## config.mk

```make
export PLATFORM = sky130hd
export DESIGN_NAME = oad_decoder
export DESIGN_NICKNAME = d
export VERILOG_FILES = /design/src/design/oad_pkg.sv /design/src/design/oad_decoder.sv
export SDC_FILE = /design/constraint.sdc
export NUM_CORES = 1
export LEC_CHECK = 0
export BUFFER_PORTS_ARGS = -buffer_cell sky130_fd_sc_hd__buf_2
export CORE_ASPECT_RATIO = 1.75
export CORE_MARGIN = 8
export CORE_UTILIZATION = 33
export DETAILED_ROUTE_END_ITERATION = 6
export GPL_TIMING_DRIVEN = 0
export PLACE_DENSITY_LB_ADDON = 0.12
export SLEW_MARGIN = 20
export SYNTH_ARGS = -nofsm -noshare
export SYNTH_HDL_FRONTEND = slang
export SYNTH_SLANG_ARGS = --single-unit
```

## constraint.sdc

```tcl
create_clock -name clock_i -period 6.92 [get_ports clock_i]
set_input_delay 2.076 -clock clock_i [delete_from_list [all_inputs] [get_ports clock_i]]
set_output_delay 2.076 -clock clock_i [all_outputs]
set_load 0.01 [all_outputs]
```

## src/design/oad_pkg.sv

```systemverilog
// constants, field layouts and state type for the operand address decoder
package oad_pkg;

	// ****************************************
	// apb register map
	// ****************************************
	localparam logic [7:0] OAD_ADDR_CTRL = 8'h00;
	localparam logic [7:0] OAD_ADDR_STATUS = 8'h04;
	localparam logic [7:0] OAD_ADDR_LAST_EA = 8'h08;
	localparam logic [7:0] OAD_ADDR_LAST_DATA = 8'h0C;
	localparam logic [7:0] OAD_ADDR_LAST_OFF = 8'h10;
	localparam int OAD_CTRL_EN_BIT = 0;
	localparam int OAD_CTRL_CLR_BIT = 1;
	localparam logic OAD_CTRL_EN_RST = 1'b1;
	localparam logic [31:0] OAD_RDATA_RST = 32'h0000_0000;
	localparam logic [15:0] OAD_COUNT_RST = 16'h0000;

	// ****************************************
	// addressing byte fields
	// ****************************************
	localparam int OAD_MOD_HI = 7;
	localparam int OAD_MOD_LO = 6;
	localparam int OAD_MID_HI = 5;
	localparam int OAD_MID_LO = 3;
	localparam int OAD_RM_HI = 2;
	localparam int OAD_RM_LO = 0;
	localparam logic [1:0] OAD_MOD_NODISP = 2'b00;
	localparam logic [1:0] OAD_MOD_DISP8 = 2'b01;
	localparam logic [1:0] OAD_MOD_DISP16 = 2'b10;
	localparam logic [1:0] OAD_MOD_REG = 2'b11;
	localparam logic [2:0] OAD_RM_DIRECT = 3'b110;
	localparam logic [1:0] OAD_DISP8_BYTES = 2'd1;
	localparam logic [1:0] OAD_DISP16_BYTES = 2'd2;

	// ****************************************
	// segment override prefix and selectors
	// ****************************************
	localparam logic [7:0] OAD_PFX_MASK = 8'hE7;
	localparam logic [7:0] OAD_PFX_MATCH = 8'h26;
	localparam int OAD_PFX_SEL_HI = 4;
	localparam int OAD_PFX_SEL_LO = 3;
	localparam logic [1:0] OAD_SEG_ES = 2'b00;
	localparam logic [1:0] OAD_SEG_CS = 2'b01;
	localparam logic [1:0] OAD_SEG_SS = 2'b10;
	localparam logic [1:0] OAD_SEG_DS = 2'b11;

	// ****************************************
	// code offset operand kinds
	// ****************************************
	localparam logic [1:0] OAD_OFF_NONE = 2'b00;
	localparam logic [1:0] OAD_OFF_BYTE = 2'b01;
	localparam logic [1:0] OAD_OFF_WORD = 2'b10;
	localparam logic [1:0] OAD_OFF_FAR = 2'b11;

	typedef enum logic [2:0] {
		OAD_S_OPC,
		OAD_S_MODRM,
		OAD_S_DISP,
		OAD_S_IMM,
		OAD_S_OFF,
		OAD_S_DONE
	} oad_state_t;

endpackage : oad_pkg

```

## src/design/oad_decoder.sv

```systemverilog
// operand address decoder: prefix, addressing byte, displacement, immediate and offset bytes
// Contract
// - split addressing byte into mode 7:6, middle 5:3, register-or-memory 2:0
// - mode 11 means register operand and no displacement bytes
// - mode 00 means no displacement and zero displacement, except direct address
// - mode 01 reads one sign-extended byte; mode 10 reads two bytes low first
// - mode 11 middle codes select byte or word registers in standard order
// - extended opcodes use the middle field as operation extension 0 to 7
// - register-form opcodes use middle field as register, width from opcode
// - codes 000..011 address BX+SI, BX+DI, BP+SI and BX+DI plus displacement
// - code 110 with mode 00 uses a 16-bit displacement as the address
// - displacement adds to the offset, never to the segment
// - immediate data is one or two bytes after addressing and displacement
// - prefix byte pattern 001xx110 carries segment selector in bits 4:3
// - selector 00 ES, 01 CS, 10 SS, 11 DS
// - prefix precedes the opcode and applies to the next memory operand; code spends it on the next instruction, even in register form
// - code offsets are a byte, a word, or offset then segment words
// - opcode decides whether immediates are signed or unsigned
// - signed immediates are two's complement, byte or word range
// - embedded word register comes from opcode low three bits
// - string operands use DS:SI as source and ES:DI as destination
`timescale 1ns/1ns
module oad_decoder (
	// clock and reset
	input wire logic clock_i,
	input wire logic resetn_i,
	// apb slave
	input wire logic psel_i,
	input wire logic penable_i,
	input wire logic pwrite_i,
	input wire logic [7:0] paddr_i,
	input wire logic [31:0] pwdata_i,
	output logic pready_o,
	output logic [31:0] prdata_o,
	output logic pslverr_o,
	// byte stream from fetch queue, attributes valid with the opcode byte
	input wire logic [7:0] byte_i,
	input wire logic byte_valid_i,
	output logic byte_ready_o,
	input wire logic op_modrm_i,
	input wire logic op_ext_i,
	input wire logic op_word_i,
	input wire logic op_imm_i,
	input wire logic op_imm_word_i,
	input wire logic op_imm_signed_i,
	input wire logic [1:0] op_off_kind_i,
	input wire logic op_emb_reg_i,
	input wire logic op_string_i,
	// register file values used for address formation
	input wire logic [15:0] bx_i,
	input wire logic [15:0] bp_i,
	input wire logic [15:0] si_i,
	input wire logic [15:0] di_i,
	// decoded instruction, valid for the one cycle of done_o
	output logic done_o,
	output logic [7:0] opcode_o,
	output logic is_reg_o,
	output logic [2:0] rm_sel_o,
	output logic [2:0] reg_sel_o,
	output logic reg_word_o,
	output logic [2:0] op_ext_o,
	output logic [2:0] emb_reg_o,
	output logic [15:0] effective_address_o,
	output logic [1:0] segment_selector_o,
	output logic seg_override_o,
	output logic [15:0] disp_o,
	output logic [15:0] immediate_o,
	output logic [31:0] code_offset_o,
	output logic [15:0] string_src_ea_o,
	output logic [15:0] string_dst_ea_o
);
	import oad_pkg::*;

	typedef struct packed {
		oad_state_t st;
		logic ready;
		logic en;
		logic [15:0] count;
		logic [7:0] opcode;
		logic a_modrm;
		logic a_ext;
		logic a_word;
		logic a_imm;
		logic a_immw;
		logic a_imms;
		logic [1:0] a_off;
		logic a_emb;
		logic a_str;
		logic [7:0] modrm;
		logic ovr_valid;
		logic [1:0] ovr_sel;
		logic [15:0] disp;
		logic [1:0] dcnt;
		logic [15:0] imm;
		logic [1:0] icnt;
		logic [31:0] off;
		logic [2:0] ocnt;
		logic done;
		logic is_reg;
		logic [2:0] rm_sel;
		logic [2:0] reg_sel;
		logic reg_word;
		logic [2:0] op_ext;
		logic [2:0] emb_reg;
		logic [15:0] ea;
		logic [1:0] seg;
		logic seg_ovr;
		logic [15:0] disp_out;
		logic [15:0] imm_out;
		logic [31:0] off_out;
		logic [15:0] str_src;
		logic [15:0] str_dst;
		logic pready;
		logic [31:0] prdata;
		logic pslverr;
	} oad_regs_t;

	oad_regs_t s_q;
	oad_regs_t s_d;

	// ****************************************
	// helpers
	// ****************************************
	// picks the phase after the addressing and displacement bytes
	function automatic oad_state_t oad_next_phase(input logic imm, input logic [1:0] off);
		if (imm) begin
			return OAD_S_IMM;
		end else if (off != OAD_OFF_NONE) begin
			return OAD_S_OFF;
		end
		return OAD_S_DONE;
	endfunction : oad_next_phase

	// base and index sum for a memory operand
	function automatic logic [15:0] oad_base(input logic [2:0] rm, input logic [15:0] bx,
			input logic [15:0] bp, input logic [15:0] si, input logic [15:0] di);
		logic [15:0] r;
		r = 16'h0000;
		case (rm)
			3'b000: r = bx + si;
			3'b001: r = bx + di;
			3'b010: r = bp + si;
			3'b011: r = bx + di;
			3'b100: r = si;
			3'b101: r = di;
			3'b110: r = bp;
			3'b111: r = bx;
			default: r = 16'h0000;
		endcase
		return r;
	endfunction : oad_base

	function automatic logic [2:0] oad_off_bytes(input logic [1:0] kind);
		case (kind)
			OAD_OFF_BYTE: return 3'd1;
			OAD_OFF_WORD: return 3'd2;
			OAD_OFF_FAR: return 3'd4;
			default: return 3'd0;
		endcase
	endfunction : oad_off_bytes

	logic accept;
	logic is_prefix;
	logic apb_access;
	logic [1:0] mod_f;
	logic [2:0] rm_f;
	logic [15:0] disp_eff;
	logic direct;

	assign accept = byte_valid_i & s_q.ready;
	assign is_prefix = (byte_i & OAD_PFX_MASK) == OAD_PFX_MATCH;
	assign apb_access = psel_i & penable_i;
	assign mod_f = s_q.modrm[OAD_MOD_HI:OAD_MOD_LO];
	assign rm_f = s_q.modrm[OAD_RM_HI:OAD_RM_LO];
	assign direct = (mod_f == OAD_MOD_NODISP) && (rm_f == OAD_RM_DIRECT);

	// ****************************************
	// next state
	// ****************************************
	always_comb begin
		s_d = s_q;
		s_d.done = 1'b0;
		disp_eff = 16'h0000;
		if (mod_f == OAD_MOD_DISP8) begin
			disp_eff = {{8{s_q.disp[15]}}, s_q.disp[15:8]};
		end else if (mod_f == OAD_MOD_DISP16 || direct) begin
			disp_eff = s_q.disp;
		end
		case (s_q.st)
			OAD_S_OPC: begin
				if (accept && is_prefix) begin
					// only taken ahead of the opcode; a later match is data
					s_d.ovr_valid = 1'b1;
					s_d.ovr_sel = byte_i[OAD_PFX_SEL_HI:OAD_PFX_SEL_LO];
				end else if (accept) begin
					s_d.opcode = byte_i;
					s_d.a_modrm = op_modrm_i;
					s_d.a_ext = op_ext_i;
					s_d.a_word = op_word_i;
					s_d.a_imm = op_imm_i;
					s_d.a_immw = op_imm_word_i;
					s_d.a_imms = op_imm_signed_i;
					s_d.a_off = op_off_kind_i;
					s_d.a_emb = op_emb_reg_i;
					s_d.a_str = op_string_i;
					s_d.modrm = {OAD_MOD_REG, 6'b00_0000};
					s_d.disp = 16'h0000;
					s_d.imm = 16'h0000;
					s_d.off = 32'h0000_0000;
					s_d.icnt = op_imm_word_i ? 2'd2 : 2'd1;
					s_d.ocnt = oad_off_bytes(op_off_kind_i);
					s_d.st = op_modrm_i ? OAD_S_MODRM : oad_next_phase(op_imm_i, op_off_kind_i);
				end
			end
			OAD_S_MODRM: begin
				if (accept) begin
					s_d.modrm = byte_i;
					s_d.dcnt = 2'd0;
					if (byte_i[OAD_MOD_HI:OAD_MOD_LO] == OAD_MOD_DISP8) begin
						s_d.dcnt = OAD_DISP8_BYTES;
					end else if (byte_i[OAD_MOD_HI:OAD_MOD_LO] == OAD_MOD_DISP16) begin
						s_d.dcnt = OAD_DISP16_BYTES;
					end else if (byte_i[OAD_MOD_HI:OAD_MOD_LO] == OAD_MOD_NODISP &&
							byte_i[OAD_RM_HI:OAD_RM_LO] == OAD_RM_DIRECT) begin
						s_d.dcnt = OAD_DISP16_BYTES;
					end
					if (s_d.dcnt != 2'd0) begin
						s_d.st = OAD_S_DISP;
					end else begin
						s_d.st = oad_next_phase(s_q.a_imm, s_q.a_off);
					end
				end
			end
			OAD_S_DISP: begin
				if (accept) begin
					// bytes enter at the top so the low byte arrives first
					s_d.disp = {byte_i, s_q.disp[15:8]};
					s_d.dcnt = s_q.dcnt - 2'd1;
					if (s_q.dcnt == 2'd1) begin
						s_d.st = oad_next_phase(s_q.a_imm, s_q.a_off);
					end
				end
			end
			OAD_S_IMM: begin
				if (accept) begin
					s_d.imm = {byte_i, s_q.imm[15:8]};
					s_d.icnt = s_q.icnt - 2'd1;
					if (s_q.icnt == 2'd1) begin
						s_d.st = oad_next_phase(1'b0, s_q.a_off);
					end
				end
			end
			OAD_S_OFF: begin
				if (accept) begin
					s_d.off = {byte_i, s_q.off[31:8]};
					s_d.ocnt = s_q.ocnt - 3'd1;
					if (s_q.ocnt == 3'd1) begin
						s_d.st = OAD_S_DONE;
					end
				end
			end
			OAD_S_DONE: begin
				s_d.done = 1'b1;
				s_d.st = OAD_S_OPC;
				s_d.count = s_q.count + 16'h0001;
				s_d.is_reg = (mod_f == OAD_MOD_REG);
				s_d.rm_sel = rm_f;
				s_d.reg_sel = s_q.a_ext ? 3'b000 : s_q.modrm[OAD_MID_HI:OAD_MID_LO];
				s_d.reg_word = s_q.a_word;
				s_d.op_ext = s_q.a_ext ? s_q.modrm[OAD_MID_HI:OAD_MID_LO] : 3'b000;
				s_d.emb_reg = s_q.a_emb ? s_q.opcode[2:0] : 3'b000;
				s_d.disp_out = disp_eff;
				// the displacement only ever touches the offset part
				if (direct) begin
					s_d.ea = s_q.disp;
				end else if (mod_f == OAD_MOD_REG || !s_q.a_modrm) begin
					s_d.ea = 16'h0000;
				end else begin
					s_d.ea = oad_base(rm_f, bx_i, bp_i, si_i, di_i) + disp_eff;
				end
				// string operands fix their own segments; an override hits the modrm operand
				s_d.seg = s_q.ovr_valid ? s_q.ovr_sel : OAD_SEG_DS;
				s_d.seg_ovr = s_q.ovr_valid;
				s_d.ovr_valid = 1'b0;
				s_d.str_src = s_q.a_str ? si_i : 16'h0000;
				s_d.str_dst = s_q.a_str ? di_i : 16'h0000;
				if (!s_q.a_imm) begin
					s_d.imm_out = 16'h0000;
				end else if (s_q.a_immw) begin
					s_d.imm_out = s_q.imm;
				end else if (s_q.a_imms) begin
					s_d.imm_out = {{8{s_q.imm[15]}}, s_q.imm[15:8]};
				end else begin
					s_d.imm_out = {8'h00, s_q.imm[15:8]};
				end
				case (s_q.a_off)
					OAD_OFF_BYTE: s_d.off_out = {24'h00_0000, s_q.off[31:24]};
					OAD_OFF_WORD: s_d.off_out = {16'h0000, s_q.off[31:16]};
					OAD_OFF_FAR: s_d.off_out = s_q.off;
					default: s_d.off_out = 32'h0000_0000;
				endcase
			end
			default: s_d.st = OAD_S_OPC;
		endcase

		// apb: one wait state, answer in the second access cycle
		s_d.pready = apb_access & ~s_q.pready;
		if (apb_access && !s_q.pready) begin
			s_d.pslverr = 1'b0;
			case (paddr_i)
				OAD_ADDR_CTRL: s_d.prdata = {31'h0000_0000, s_q.en};
				OAD_ADDR_STATUS: s_d.prdata = {s_q.count, 14'h0000, s_q.ovr_valid,
						s_q.st != OAD_S_OPC};
				OAD_ADDR_LAST_EA: s_d.prdata = {13'h0000, s_q.seg_ovr, s_q.seg, s_q.ea};
				OAD_ADDR_LAST_DATA: s_d.prdata = {s_q.disp_out, s_q.imm_out};
				OAD_ADDR_LAST_OFF: s_d.prdata = s_q.off_out;
				default: begin
					s_d.prdata = OAD_RDATA_RST;
					s_d.pslverr = 1'b1;
				end
			endcase
		end else begin
			s_d.prdata = OAD_RDATA_RST;
			s_d.pslverr = 1'b0;
		end
		if (apb_access && s_q.pready && pwrite_i && paddr_i == OAD_ADDR_CTRL) begin
			s_d.en = pwdata_i[OAD_CTRL_EN_BIT];
			if (pwdata_i[OAD_CTRL_CLR_BIT]) begin
				s_d.count = OAD_COUNT_RST;
			end
		end
		// disabling stalls the fetch side between bytes; decoding resumes on enable
		s_d.ready = s_d.en && (s_d.st != OAD_S_DONE);
	end

	// ****************************************
	// state register
	// ****************************************
	always_ff @(posedge clock_i) begin
		if (!resetn_i) begin
			s_q <= '0;
			s_q.st <= OAD_S_OPC;
			s_q.en <= OAD_CTRL_EN_RST;
			s_q.count <= OAD_COUNT_RST;
		end else begin
			s_q <= s_d;
		end
	end

	assign pready_o = s_q.pready;
	assign prdata_o = s_q.prdata;
	assign pslverr_o = s_q.pslverr;
	assign byte_ready_o = s_q.ready;
	assign done_o = s_q.done;
	assign opcode_o = s_q.opcode;
	assign is_reg_o = s_q.is_reg;
	assign rm_sel_o = s_q.rm_sel;
	assign reg_sel_o = s_q.reg_sel;
	assign reg_word_o = s_q.reg_word;
	assign op_ext_o = s_q.op_ext;
	assign emb_reg_o = s_q.emb_reg;
	assign effective_address_o = s_q.ea;
	assign segment_selector_o = s_q.seg;
	assign seg_override_o = s_q.seg_ovr;
	assign disp_o = s_q.disp_out;
	assign immediate_o = s_q.imm_out;
	assign code_offset_o = s_q.off_out;
	assign string_src_ea_o = s_q.str_src;
	assign string_dst_ea_o = s_q.str_dst;

	// ****************************************
	// assertions
	// ****************************************
	property p_reg_mode;
		@(posedge clock_i) disable iff (!resetn_i)
		done_o |-> (is_reg_o == (s_q.modrm[7:6] == 2'b11));
	endproperty
	a_reg_mode: assert property (p_reg_mode) else $error("register mode flag wrong");

	property p_no_disp_reg;
		@(posedge clock_i) disable iff (!resetn_i)
		(s_q.st == OAD_S_MODRM && accept && byte_i[7:6] == 2'b11) |=> (s_q.st != OAD_S_DISP);
	endproperty
	a_no_disp_reg: assert property (p_no_disp_reg) else $error("disp fetched in reg mode");

	property p_disp8;
		@(posedge clock_i) disable iff (!resetn_i)
		(s_q.st == OAD_S_MODRM && accept && byte_i[7:6] == 2'b01)
			|=> (s_q.st == OAD_S_DISP && s_q.dcnt == 2'd1);
	endproperty
	a_disp8: assert property (p_disp8) else $error("mode 01 not one disp byte");

	property p_disp16;
		@(posedge clock_i) disable iff (!resetn_i)
		(s_q.st == OAD_S_MODRM && accept && (byte_i[7:6] == 2'b10 || byte_i[7:0] ==? 8'b00??_?110))
			|=> (s_q.st == OAD_S_DISP && s_q.dcnt == 2'd2);
	endproperty
	a_disp16: assert property (p_disp16) else $error("expected two disp bytes");

	property p_direct;
		@(posedge clock_i) disable iff (!resetn_i)
		(done_o && s_q.a_modrm && s_q.modrm[7:6] == 2'b00 && s_q.modrm[2:0] == 3'b110)
			|-> (effective_address_o == s_q.disp && disp_o == s_q.disp);
	endproperty
	a_direct: assert property (p_direct) else $error("direct address not used");

	property p_ext_field;
		@(posedge clock_i) disable iff (!resetn_i)
		done_o |-> (s_q.a_ext ? (op_ext_o == s_q.modrm[5:3] && reg_sel_o == 3'b000)
			: (reg_sel_o == s_q.modrm[5:3]));
	endproperty
	a_ext_field: assert property (p_ext_field) else $error("middle field misrouted");

	property p_prefix;
		@(posedge clock_i) disable iff (!resetn_i)
		(s_q.st == OAD_S_OPC && accept && byte_i[7:5] == 3'b001 && byte_i[2:0] == 3'b110)
			|=> (s_q.ovr_valid && s_q.ovr_sel == $past(byte_i[4:3]) && s_q.st == OAD_S_OPC);
	endproperty
	a_prefix: assert property (p_prefix) else $error("prefix not captured");

	property p_seg_apply;
		@(posedge clock_i) disable iff (!resetn_i)
		done_o |-> (segment_selector_o == ($past(s_q.ovr_valid) ? $past(s_q.ovr_sel) : 2'b11)
			&& !s_q.ovr_valid);
	endproperty
	a_seg_apply: assert property (p_seg_apply) else $error("override not applied once");

	property p_imm_sign;
		@(posedge clock_i) disable iff (!resetn_i)
		(done_o && s_q.a_imm && !s_q.a_immw)
			|-> (immediate_o[15:8] == (s_q.a_imms ? {8{immediate_o[7]}} : 8'h00));
	endproperty
	a_imm_sign: assert property (p_imm_sign) else $error("byte immediate extension wrong");

	property p_apb_wait;
		@(posedge clock_i) disable iff (!resetn_i)
		$rose(psel_i & penable_i) |-> !pready_o ##1 pready_o;
	endproperty
	a_apb_wait: assert property (p_apb_wait) else $error("apb answer timing wrong");

endmodule : oad_decoder

```

# Word-level counts from Yosys, hierarchy flattened
# Index checks and enable logic that the tools add are counted.
# op_classes
eq_ne,40
reduce_logical,38
bitwise_logic,5
add_sub_neg,8
muxes,85
# ops
operator,count
$mux W16,16
$pmux W32 S5,1
$mux W130,1
$pmux W16 S7,1
$mux W53,2
$pmux W32 S3,1
$pmux W35 S2,1
$mux W3,23
$add A16 B16 Y16,4
$mux W18,2
$pmux W18 S2,1
$mux W35,1
$pmux W16 S2,1
$mux W8,3
$eq A3 B3 Y1 const B,7
$reduce_bool A2 Y1,9
$mux W1,17
$mux W17,1
$add A16 B1 Y16 const B,1
$eq A8 B4 Y1 const B,2
$mux W2,8
$pmux W8 S2,1
$reduce_and A4 Y1,4
$pmux W3 S5,1
other kinds (27),67
# totals
word_cells,217
regBits,285
in_bits,128

# Longest topological paths before layout
# logic_depth
depth_word,17
depth_mapped,24

# Worst setup path after synthesis
# OpenSTA, ideal clock, no wires.
# synth_timing
path_type,input to register
startpoint,in bp_i[0]
endpoint,reg s_q (netlist bit effective_address_o[12])
arrival_ns,5.464
n_path_buf,0
slack_ns,1.323
path_stages,17
required_ns,6.787
cell_sequence,ha_1 fa_1 xnor2_1 o21bai_1 mux4_2 nor2_1 a21oi_1 ha_1 nor2b_1 o21a_1 o21ai_2 a211oi_1 o31a_1 o21a_1 or3_1 a32oi_1 a21oi_1
# synth_between
elab_chain_cells,8
# synth_rtl
item,line,rtl
start: declaration,oad_decoder.sv:51,"input wire logic [15:0] bp_i,"
$add A16 B16 Y16,oad_decoder.sv:142,3'b010: r = bp + si;
$pmux W16 S7 (*),oad_decoder.sv:139,case (rm)
$mux W16 (*),oad_decoder.sv:276,end else if (mod_f == OAD_MOD_REG || !s_q.a_modrm) begin
$mux W16 (*),oad_decoder.sv:274,if (direct) begin
$mux W16 (*),oad_decoder.sv:189,case (s_q.st)
$add A16 B16 Y16 (*),oad_decoder.sv:279,"s_d.ea = oad_base(rm_f, bx_i, bp_i, si_i, di_i) + disp_eff;"
$mux W16 (*),oad_decoder.sv:276,
$mux W16 (*),oad_decoder.sv:274,
end: declaration,oad_decoder.sv:118,oad_regs_t s_q;
# Every way passes the cells marked *; elsewhere a longest branch is shown, timed or not. The select of a mux whose other input is x is not followed.
# A chain may end at the register's enable or synchronous reset.

# Worst setup path after layout
# layout_timing
startpoint,in si_i[0]
endpoint,reg s_q (netlist bit effective_address_o[12])
# layout_between
elab_chain_cells,8
elab_cells_between_ends,9
cone_classes,3 x add/sub; 6 x mux
# layout_rtl
item,line,rtl
start: declaration,oad_decoder.sv:52,"input wire logic [15:0] si_i,"
"$add A16 B16 Y16, on equally long branches","oad_decoder.sv:142, oad_decoder.sv:140",
$pmux W16 S7 (*),oad_decoder.sv:139,
$mux W16 (*),oad_decoder.sv:276,
$mux W16 (*),oad_decoder.sv:274,
$mux W16 (*),oad_decoder.sv:189,
$add A16 B16 Y16 (*),oad_decoder.sv:279,
$mux W16 (*),oad_decoder.sv:276,
$mux W16 (*),oad_decoder.sv:274,
# Marked as above.

==> results.py <==
metrics = {
    "timing": {
        "post-route-period-util_pct": 83.77,
        "rsz0062_at_grt": "false",
        "worst_pin_slew_ns": 0.8791,
        "finClkSkew_ns": 0.01216,
        "holdWs_ns": 0.4619,
        "setup_viol": 0,
        "hold_viol": 0,
        "drv_slew": 0,
        "slew_headroom_pct": 41.39,
        "setup_tns_ns": 0,
        "final.min_clock_period_ns": 5.797,
        "fmax_ghz": 0.1725,
    },
    "synthesis": {
        "yosysWarnings": 0,
        "syn_inst": 1811,
        "syn_area_per_cell_um2": 8.678,
        "synth_top_cell_area_share_pct": 36.30,
        "synth_commonest_cells": "dfxtp_1, nand2_1, buf_4",
        "synthFlopType": "dfxtp_1",
        "synth_top_area_cell": "dfxtp_1",
        "synth_edf_count": 0,
        "synth_cell_types": 75,
        "synthArstFlopShare_pct": 0,
        "synth.most_common_cell": "dfxtp_1",
        "syn_area_um2": 15720,
        "ys_ff_latch": 285,
        "syn-num-nets": 1995,
        "synth.area.top_cells": "dfxtp_1, buf_4, nand2_1, a21boi_0, ha_1",
        "ys_seq_area_share_pct": 36.30,
    },
    "setup_path": {
        "start_kind": "primary input",
        "critical_path_class": "in -> reg",
        "cpMostUsedCell": "a21oi_1",
        "arrival_ns": 6.24,
        "crit_path_top_delay_cell": "fa_1",
        "cp_max_fo": 5,
        "cp_cell_sequence": "buf_2 > ha_1 > fa_1 > a21o_1 > a21oi_1 > o21bai_1 > a31o_2 > a21oi_1 > xnor2_1 > o21ai_0 > a22oi_1 > ha_1 > nand3_1 > a211oi_1 > o31a_1 > o21a_1 > or3_1 > a32oi_1 > a21oi_1",
        "crit_path_max_incr_delay_ns": 0.42,
        "cp_data_required_time_ns": 7.36,
        "end_kind": "flop",
        "cp_top_family": "compound AO/OA/AOI/OAI gates",
        "path_buf_inv": 1,
    },
    "floorplan": {
        "pin_count": 301,
        "die_h_um": 304.7,
        "core_region_area_um2": 47480,
        "rows": 106,
        "die-area_um2": 55140,
        "fp.dieW_um": 181.0,
        "initial_core_util_pct": 33.10,
    },
    "cts": {
        "clock_latency_ns": 0.57,
        "cts_resized": 0,
        "cts_inserted_buffers": 30,
        "cts_hold_buf": 0,
        "cts.clk_slew.worst_paths_ns": 0.06,
        "htree_levels": 1,
        "clock_path_buffers": 3,
        "cts_setup_buffers": 0,
        "clock-sinks": 285,
        "cts_tree": "done",
        "cts_root_buf": "clkbuf_16",
    },
    "power_and_ir_drop": {
        "p_leak_nw": 8.060,
        "vdd_ir_drop_max_uv": 191.6,
        "p_per_area_nw_per_um2": 203.9,
    },
    "global_routing": {
        "antenna_found_initial": 1,
        "grt_usage_pct": 21.89,
        "grt_pass1_vias": 14830,
        "grt.overflow.total": 0,
        "grt_max_degree": 15,
        "grt_pass1_wl_mm": 92.65,
    },
    "drt": {
        "drt_iter0_drc": 636,
        "dr.pass1.iters": 5,
        "post_drt_via_cell_ratio": 5.253,
        "ant_nets": 0,
        "vias": 14310,
        "drc": 0,
        "wl_mm": 62.37,
        "route.detailed.wl_per_inst_um": 22.90,
    },
    "outcome": {
        "status": "completed",
    },
    "job": {
        "cap_viol_max_count": 0,
    },
    "worst_hold_path": {
        "hold_class": "reg -> reg",
    },
    "layout": {
        "fillers": 4965,
        "synthToLayoutAreaGrowth_pct": 19.60,
        "nets": 2294,
        "drive_above_1_share_pct": 27.29,
    },
    "place": {
        "hpwl_mm": 50.53,
        "io_buffers": 266,
        "gp_congestion": 0.9171,
    },
}
-- report_power, final --
group,internal [mW],switching (mW)
Clock,0.954,0.702
Combinational,0.191,0.318
Sequential,1.65,0.0131
Total,2.80,1.03
-- worst register-to-register path, stage by stage (launching register included) --
cell	delay, ns
dfxtp_1	0.41
inv_1	0.11
nand2_1	0.33
clkbuf_1	0.66
mux2_2	0.29
ha_1	0.16
inv_1	0.06
fa_1	0.44
nand3b_1	0.22
a21boi_0	0.29
o21ai_1	0.17
nor2b_1	0.17
xnor2_1	0.13
o21ai_0	0.09
a21oi_1	0.24
ha_1	0.29
o21ai_0	0.11
and2_1	0.18
a211oi_1	0.07
o31a_1	0.34
o21a_1	0.19
or3_1	0.31
a32oi_1	0.27
a21oi_1	0.10
-- kinds of logic after synthesis --
kind of cell / Yosys count / synth area share (%)
AO/OA/AOI/OAI: 483 / 22.47
XOR/XNOR: 43 / 2.396
adder cells (fa/ha/maj): 56 / 4.602
buffers and inverters: 307 / 11.44
flip-flops: 285 / 36.30
multiplexers: 82 / 6.433
AND/OR/NAND/NOR: 555 / 16.36
-- cell usage in the layout, fill, tap and decap left out, types with 18 or more instances in the layout --
cell	count
a21boi_0	117
a21o_1	24
a21oi_1	56
a222oi_1	18
a22o_1	61
a22oi_1	24
buf_2	283
buf_4	166
clkbuf_1	94
clkbuf_16	31
dfxtp_1	285
ha_1	53
inv_1	23
mux2_2	48
mux2i_1	23
nand2_1	238
nand3_1	96
nor2_1	95
nor2b_1	23
o21ai_0	77
xnor2_1	25
xor2_1	18
-- layout make-up --
class                      count  area, um2  share of cell area, %
multi-input combinational   1219       8213                  43.69
timing repair buffer         267       1343                  7.142
inverter                      23      86.33                 0.4593
clock inverter                 7      67.56                 0.3594
antenna                        1      2.502                0.01331
sequential                   285       5705                  30.35
tap                          594      743.2                  3.954
clock buffer                  44      924.6                  4.919
buffer                       284       1712                  9.106
-- path summary, 6_finish.rpt --
path	from	endpoint	slack, ns	cells past startpoint
max	si_i[0]	effective_address_o[12]	1.12	19
min	s_q[167]	s_q[167]	0.46	2
min reg2reg	s_q[167]	s_q[167]	0.46	2
max reg2reg	rm_f[2]	effective_address_o[12]	1.14	23
-- sequential cells by signal (all words and copies together) (netlist names), 8 cells and up --
signal / count
s_q: 107
code_offset_o: 32
disp_o: 16
opcode_o: 8
immediate_o: 16
prdata_o: 32
string_dst_ea_o: 16
string_src_ea_o: 16
effective_address_o: 16
-- routing by layer --
metal  GRT usage (%)  part of all wire (%)  wire, um  vias to the layer above
met3           3.193                   4.5      2780                      113
met4           10.48                   5.3      3306                        0
met5               0                     0         0                        -
met2           43.66                    55     34020                      489
met1           21.48                    36     22260                     6817
li1                -                     -         -                     6890
-- stage by stage --
| step | total power, mW | util [%] | instance area, um2 | cells | setup slack (ns) |
|---|---|---|---|---|---|
| detailed placement | 2.210 | 37.47 | 17790 | 2671 | 0.5699 |
| finish | 3.833 | 39.59 | 18800 | 2724 | 1.123 |
| floorplan | 2.022 | - | 15720 | 1811 | 1.323 |
| CTS | 3.871 | 39.56 | 18780 | 2722 | 1.098 |
| global route | 3.978 | 39.58 | 18790 | 2723 | 0.7331 |
| global placement | 2.206 | 37.47 | 17790 | 2671 | 0.5578 |
(Power assumes the default switching activity.)
